[src/include/feiu_pkg.sv]
// Constants for the flash event interrupt unit
package feiu_pkg;
    localparam int          REG_W        = 16;
    localparam int          ADDR_W       = 8;
    // ***************************************************************
    // Register offsets (byte addresses)
    // ***************************************************************
    localparam logic [7:0]  CFG_OFFSET   = 8'h00;
    localparam logic [7:0]  STAT_OFFSET  = 8'h04;
    // ***************************************************************
    // Field positions
    // ***************************************************************
    localparam int          OUT_DIS_BIT  = 15;
    localparam int          READY_BIT    = 4;
    localparam int          POR_BIT      = 2;
    localparam int          ECC2_BIT     = 1;
    localparam int          ECC1_BIT     = 0;
    // ***************************************************************
    // Reset values and masks
    // ***************************************************************
    localparam logic [15:0] CFG_RESET    = 16'hffff;
    localparam logic [15:0] STAT_POR     = 16'hfffb;
    localparam logic [15:0] STAT_HW      = 16'hffff;
    localparam logic [15:0] EVENT_MASK   = 16'h0013;
    localparam logic [15:0] CFG_WR_MASK  = 16'h8013;
    localparam logic [15:0] STAT_WR_MASK = 16'h0017;
endpackage

[src/verilog/feiu_apb_slave.sv]
// APB slave front end with one wait state and registered answers
module feiu_apb_slave
    import feiu_pkg::*;
(
    input  wire logic                      ref_clk_i,
    input  wire logic                      rst_i,
    input  wire logic                      psel_i,
    input  wire logic                      penable_i,
    input  wire logic                      pwrite_i,
    input  wire logic [feiu_pkg::ADDR_W-1:0] paddr_i,
    input  wire logic [31:0]               pwdata_i,
    input  wire logic [15:0]               cfg_i,
    input  wire logic [15:0]               stat_i,
    output logic                           pready_o,
    output logic                           pslverr_o,
    output logic [31:0]                    prdata_o,
    output logic                           wr_cfg_o,
    output logic                           wr_stat_o
);
    import feiu_pkg::*;

    typedef struct packed {
        logic        pready;
        logic        pslverr;
        logic [31:0] prdata;
    } feiu_apb_type;

    feiu_apb_type s_r;
    feiu_apb_type s_nxt;
    logic         hit_cfg;
    logic         hit_stat;
    logic         commit;

    assign hit_cfg  = (paddr_i == CFG_OFFSET);
    assign hit_stat = (paddr_i == STAT_OFFSET);
    // Writes land only on the edge that completes the transfer
    assign commit    = psel_i & penable_i & s_r.pready;
    assign wr_cfg_o  = commit & pwrite_i & hit_cfg;
    assign wr_stat_o = commit & pwrite_i & hit_stat;

    always_comb begin
        s_nxt        = s_r;
        s_nxt.pready = 1'b0;
        if (psel_i && penable_i && !s_r.pready) begin
            s_nxt.pready  = 1'b1;
            s_nxt.pslverr = !(hit_cfg || hit_stat);
            s_nxt.prdata  = 32'h0000_0000;
            if (!pwrite_i && hit_cfg) begin
                s_nxt.prdata = {16'h0000, cfg_i};
            end else if (!pwrite_i && hit_stat) begin
                s_nxt.prdata = {16'h0000, stat_i};
            end
        end else if (commit) begin
            s_nxt.pslverr = 1'b0;
        end
    end

    always_ff @(posedge ref_clk_i or posedge rst_i) begin
        if (rst_i) begin
            s_r <= '0;
        end else begin
            s_r <= s_nxt;
        end
    end

    assign pready_o  = s_r.pready;
    assign pslverr_o = s_r.pslverr;
    assign prdata_o  = s_r.prdata;
endmodule

[src/verilog/feiu_top.sv]
// Event flags, enables and open-drain interrupt pin of the flash
module feiu_top
    import feiu_pkg::*;
(
    input  wire logic                        ref_clk_i,
    input  wire logic                        rst_i,
    input  wire logic                        hw_rst_n_i,
    input  wire logic                        evt_ready_i,
    input  wire logic                        evt_ecc2_i,
    input  wire logic                        evt_ecc1_i,
    input  wire logic                        psel_i,
    input  wire logic                        penable_i,
    input  wire logic                        pwrite_i,
    input  wire logic [feiu_pkg::ADDR_W-1:0] paddr_i,
    input  wire logic [31:0]                 pwdata_i,
    output logic                             pready_o,
    output logic                             pslverr_o,
    output logic [31:0]                      prdata_o,
    output logic                             int_n_o,
    output logic                             int_n_oe_o,
    output logic                             int_pending_o
);
    import feiu_pkg::*;

    // ***************************************************************
    // State
    // ***************************************************************
    typedef struct packed {
        logic [15:0] cfg;
        logic [15:0] stat;
        logic        drive_lvl;
        logic        int_oe;
        logic        pending;
    } feiu_state_type;

    feiu_state_type s_r;
    feiu_state_type s_nxt;
    logic           wr_cfg;
    logic           wr_stat;
    logic [15:0]    wdata;
    logic [15:0]    evt_vec;
    logic [15:0]    evt_en;
    logic [15:0]    clr_vec;
    logic [15:0]    stat_w1s;

    // Pin pulls low when output enabled and an enabled flag is occurred.
    // Bit 2 is outside the event mask, so it can never reach the pin.
    function automatic logic pin_pull(input logic [15:0] cfg,
                                      input logic [15:0] stat);
        logic [15:0] act;
        act      = ~stat & ~cfg & EVENT_MASK;
        pin_pull = !cfg[OUT_DIS_BIT] && (|act);
    endfunction

    // ***************************************************************
    // Register bus
    // ***************************************************************
    feiu_apb_slave u_apb (
        .ref_clk_i (ref_clk_i),
        .rst_i     (rst_i),
        .psel_i    (psel_i),
        .penable_i (penable_i),
        .pwrite_i  (pwrite_i),
        .paddr_i   (paddr_i),
        .pwdata_i  (pwdata_i),
        .cfg_i     (s_r.cfg),
        .stat_i    (s_r.stat),
        .pready_o  (pready_o),
        .pslverr_o (pslverr_o),
        .prdata_o  (prdata_o),
        .wr_cfg_o  (wr_cfg),
        .wr_stat_o (wr_stat)
    );

    assign wdata = pwdata_i[15:0];

    // ***************************************************************
    // Event capture
    // ***************************************************************
    always_comb begin
        evt_vec            = 16'h0000;
        evt_vec[READY_BIT] = evt_ready_i;
        evt_vec[ECC2_BIT]  = evt_ecc2_i;
        evt_vec[ECC1_BIT]  = evt_ecc1_i;
    end

    // Enables sampled before any same-cycle config write
    assign evt_en   = evt_vec & ~s_r.cfg & EVENT_MASK;
    assign stat_w1s = s_r.stat | (wdata & STAT_WR_MASK);

    // ***************************************************************
    // Next state
    // ***************************************************************
    always_comb begin
        s_nxt           = s_r;
        clr_vec         = 16'h0000;
        s_nxt.drive_lvl = 1'b0;
        if (wr_cfg) begin
            // Reserved config bits stay at one
            s_nxt.cfg = (wdata & CFG_WR_MASK) | ~CFG_WR_MASK;
            if (wdata[OUT_DIS_BIT]) begin
                // Power-on flag kept; only a status write or a hardware reset sets it
                clr_vec = STAT_POR;
            end else begin
                clr_vec = wdata & EVENT_MASK;
            end
        end
        if (wr_stat) begin
            clr_vec = clr_vec | (wdata & STAT_WR_MASK);
        end
        // Event wins over a clear in the same cycle
        s_nxt.stat = (s_r.stat | clr_vec) & ~evt_en;
        if (!hw_rst_n_i) begin
            s_nxt.cfg  = CFG_RESET;
            s_nxt.stat = STAT_HW;
        end
        s_nxt.int_oe  = pin_pull(s_nxt.cfg, s_nxt.stat);
        s_nxt.pending = |(~s_nxt.stat & ~s_nxt.cfg & EVENT_MASK);
    end

    always_ff @(posedge ref_clk_i or posedge rst_i) begin
        if (rst_i) begin
            s_r.cfg       <= CFG_RESET;
            s_r.stat      <= STAT_POR;
            s_r.drive_lvl <= 1'b0;
            s_r.int_oe    <= 1'b0;
            s_r.pending   <= 1'b0;
        end else begin
            s_r <= s_nxt;
        end
    end

    // Level is always low; the enable alone makes it open-drain
    assign int_n_o       = s_r.drive_lvl;
    assign int_n_oe_o    = s_r.int_oe;
    assign int_pending_o = s_r.pending;
endmodule
[config.mk]
export PLATFORM = sky130hd
export DESIGN_NAME = feiu_top
export DESIGN_NICKNAME = d
export VERILOG_FILES = /design/src/include/feiu_pkg.sv /design/src/verilog/feiu_apb_slave.sv /design/src/verilog/feiu_top.sv
export SDC_FILE = /design/constraint.sdc
export NUM_CORES = 1
export LEC_CHECK = 0
export BUFFER_PORTS_ARGS = -buffer_cell sky130_fd_sc_hd__buf_2
export CORE_ASPECT_RATIO = 0.8
export CORE_MARGIN = 1
export CORE_UTILIZATION = 30
export DETAILED_ROUTE_END_ITERATION = 16
export HOLD_SLACK_MARGIN = 0.05
export PLACE_DENSITY = 0.52
export SLEW_MARGIN = 15
export SYNTH_ARGS = -nofsm -noshare
export SYNTH_HDL_FRONTEND = slang
export SYNTH_SLANG_ARGS = --single-unit
[constraint.sdc]
create_clock -name ref_clk_i -period 2.5 [get_ports ref_clk_i]
set_clock_uncertainty 0.2 [all_clocks]
set_input_delay 0.125 -clock ref_clk_i [delete_from_list [all_inputs] [get_ports ref_clk_i]]
set_output_delay 0.125 -clock ref_clk_i [all_outputs]
set_load 0.005 [all_outputs]
==> flow_summary.json <==
{
  "drt-vias-per-instance": 4.40,
  "detailed_place_hpwl_um": 2620,
  "max-clock-path-buffers": 2,
  "die-area_um2": 6630,
  "maxSlewViolCount": 0,
  "crit_arrival_ns": 2.44,
  "worstMarginPinSlew_ns": 0.776,
  "worst_setup_path_end_kind": "flip-flop",
  "gpl.final_weighted_congestion": 0.743,
  "synth.avg_cell_area_um2": 10.6,
  "layout_area_overhead_pct": 29.5,
  "cts_setup_buffers": 0,
  "num_antenna_cells": 0,
  "p_leak_nw": 1.03,
  "core_footprint_um2": 6010,
  "worst-endpoint-required_ns": 2.53,
  "setup_viol_count_final": 0,
  "final_critical_path_required_period_ns": 2.41,
  "final.period_utilization_pct": 96.2,
  "final_cell_mix": "buf_2 (41), dfstp_2 (22), dfrtp_1 (21)",
  "worst_slack_ns": 0.0946,
  "die_height_um": 73.0,
  "grt_first_pass_wirelength_um": 6950,
  "vdd_ir_drop_max_mv": 0.214,
  "first_global_vias": 1483,
  "synth.ff_latch_count": 43,
  "final-instance-count-excl-fill": 326,
  "floorplan.io_pins": 86,
  "multiInputGateArea_um2": 681,
  "hold_viol_final": 0,
  "first_pass_iters": 4,
  "layout.cells.most_common": "buf_2",
  "critPathMaxFanout": 6,
  "layout.filler_cells": 629,
  "die_x_um": 90.8,
  "ant_nets": 0,
  "maximum_cell_stage_delay_along_the_critical_path_ns": 0.56,
  "cts_buffers": 5,
  "cts.root.buffer_cell": "clkbuf_8",
  "post-place-ws_ns": 0.196,
  "clk_pin_slew_ns": 0.08,
  "share_of_cells_above_drive_strength_1_pct": 38.4,
  "clkLatencyLatePin_ns": 0.29,
  "routedWlPerCell_um": 12.3,
  "cts_tree": "yes",
  "path_cells": "nand4_1 > nor3_2 > nand3_1 > dlygate4sd3_1 > nand3b_1 > dlygate4sd3_1",
  "antenna_found_initial": 0,
  "max-slew-margin-rel_pct": 48.2,
  "timing.critical_path.buf_inv": 2,
  "crit_path_frequent_cell": "dlygate4sd3_1",
  "drv_cap": 0,
  "num_vias": 1434,
  "cp-start-kind": "flip-flop",
  "timing.critical_path.slowest_stage_cell": "dlygate4sd3_1",
  "syn-instance-count": 178,
  "placed_cells": 300,
  "port_buffers": 41,
  "synth_warnings": 0,
  "yosys.cell_types.count": 34,
  "post-route-util_pct": 40.8,
  "grt_overflow": 0,
  "syn-cell-area_um2": 1890,
  "routed_wl_um": 4000,
  "result_of_the_run": "finished clean",
  "cts_max_level": 2,
  "grt_resource_usage_total_pct": 13.4,
  "fmax_mhz": 416,
  "path_class": "flip-flop to flip-flop",
  "synth-seq-area-share_pct": 58.4,
  "path_delay_family": "buffers and inverters",
  "grt_max_degree": 44,
  "num-nets-final": 293,
  "drt_drc_violations_left": 0,
  "seqCellArea_um2": 1100,
  "drt-initial-drc-count": 68,
  "clock_sinks": 43,
  "power_density_nw_per_um2": 590,
  "floorplan.initialDensity_pct": 31.5,
  "rows": 25,
  "worstHoldPathType": "input port to flip-flop"
}
==> cell families after synthesis <==
family	after synthesis	synth area share, %
simple gates	70	19.4
flops	43	58.4
compound gates	34	11.9
buf+inv	28	9.07
mux	2	1.06
other cells	1	0.198
==> worst paths after layout <==
path / from / endpoint / slack (ns) / cells after the start
setup / recovery: u_apb.pready_o / s_r[5] / 0.09 / 6
hold reg to reg: s_r[8] / u_apb.prdata_o[5] / 0.30 / 2
setup reg to reg: u_apb.pready_o / s_r[5] / 0.09 / 6
hold / removal: evt_ecc1_i / int_pending_o / 0.09 / 5
min in group asynchronous: rst_i / u_apb.prdata_o[6] / 0.31 / 4
max in group asynchronous: rst_i / s_r[11] / 1.41 / 4
==> cell usage after synthesis <==
cell type	count	area, um2
dfstp_2	22	578
dfrtp_1	21	526
nand2_1	19	71.3
a21oi_1	17	85.1
buf_4	17	128
nor2_1	17	63.8
or2_2	13	81.3
a22oi_1	6	45.0
nand3_1	6	30.0
inv_1	5	18.8
clkbuf_1	4	15.0
nand3b_1	4	30.0
a2111oi_0	2	17.5
buf_2	2	10.0
mux2i_1	2	20.0
nand2b_1	2	12.5
o22ai_1	2	12.5
a21boi_1	1	7.51
a22o_1	1	8.76
a31oi_1	1	6.26
conb_1	1	3.75
nand4_1	1	6.26
nor2b_1	1	6.26
nor3_1	1	5.00
nor3_2	1	10.0
nor3b_4	1	18.8
nor4_1	1	6.26
o2111ai_1	1	8.76
o21ai_0	1	5.00
o31ai_1	1	7.51
o31ai_4	1	21.3
or3_1	1	6.26
or4_1	1	7.51
or4_4	1	11.3
==> through the flow <==
stage               hold slack (ns)  total power (W)  TNS, ns  cell area, um2
CTS                          0.0826          0.00147        0            2440
floorplan                   0.00637         0.000864        0            1950
global route                  0.130          0.00153  -0.0354            2450
global placement             0.0971         0.000927        0            2160
detailed placement           0.0977         0.000928        0            2160
finish                       0.0885          0.00145        0            2450
==> power breakdown <==
part	switching, W	total, W	internal, W	leakage (nW)
combinational	0.0000875	0.000166	0.0000784	0.492
sequential	0.0000209	0.000760	0.000739	0.485
clock	0.000222	0.000520	0.000299	0.0524
total	0.000330	0.00145	0.00112	1.03
==> sequential cells by signal (all words and copies together), names as in the netlist <==
| name | flops |
|---|---|
| u_apb.pslverr_o | 1 |
| u_apb.pready_o | 1 |
| s_r | 23 |
| u_apb.prdata_o | 16 |
| int_n_oe_o | 1 |
| int_pending_o | 1 |
==> layer usage <==
| metal | vias up | global-route usage, % | routed length (um) |
|---|---|---|---|
| met5 | - | 0 | 0 |
| met4 | 0 | 6.99 | 86 |
| met3 | 11 | 2.19 | 139 |
| met2 | 42 | 21.4 | 1750 |
| met1 | 672 | 17.9 | 2020 |
| li1 | 709 | - | - |
==> repair_timing <==
| item | in CTS | in global routing |
|---|---|---|
| hold buffers | 18 | 0 |
| setup endpoints to repair | 0 | 1 |
| gates resized for setup | 0 | 1 |
| hold endpoints to repair | 35 | 0 |
==> worst min-delay path: stages <==
cell,delay [ns]
buf_2,0.10
inv_1,0.04
o22ai_1,0.08
nand3_1,0.11
nand3_1,0.08
==> cell type report <==
class | count | area share (%)
Inverter | 5 | 0.766
Timing Repair Buffer | 66 | 17.9
Clock buffer | 7 | 3.12
Multi-Input combinational cell | 123 | 27.8
Tap cell | 81 | 4.14
Sequential cell | 43 | 45.1
Clock inverter | 1 | 1.23
Note: power is estimated with default switching activity, not from simulation.
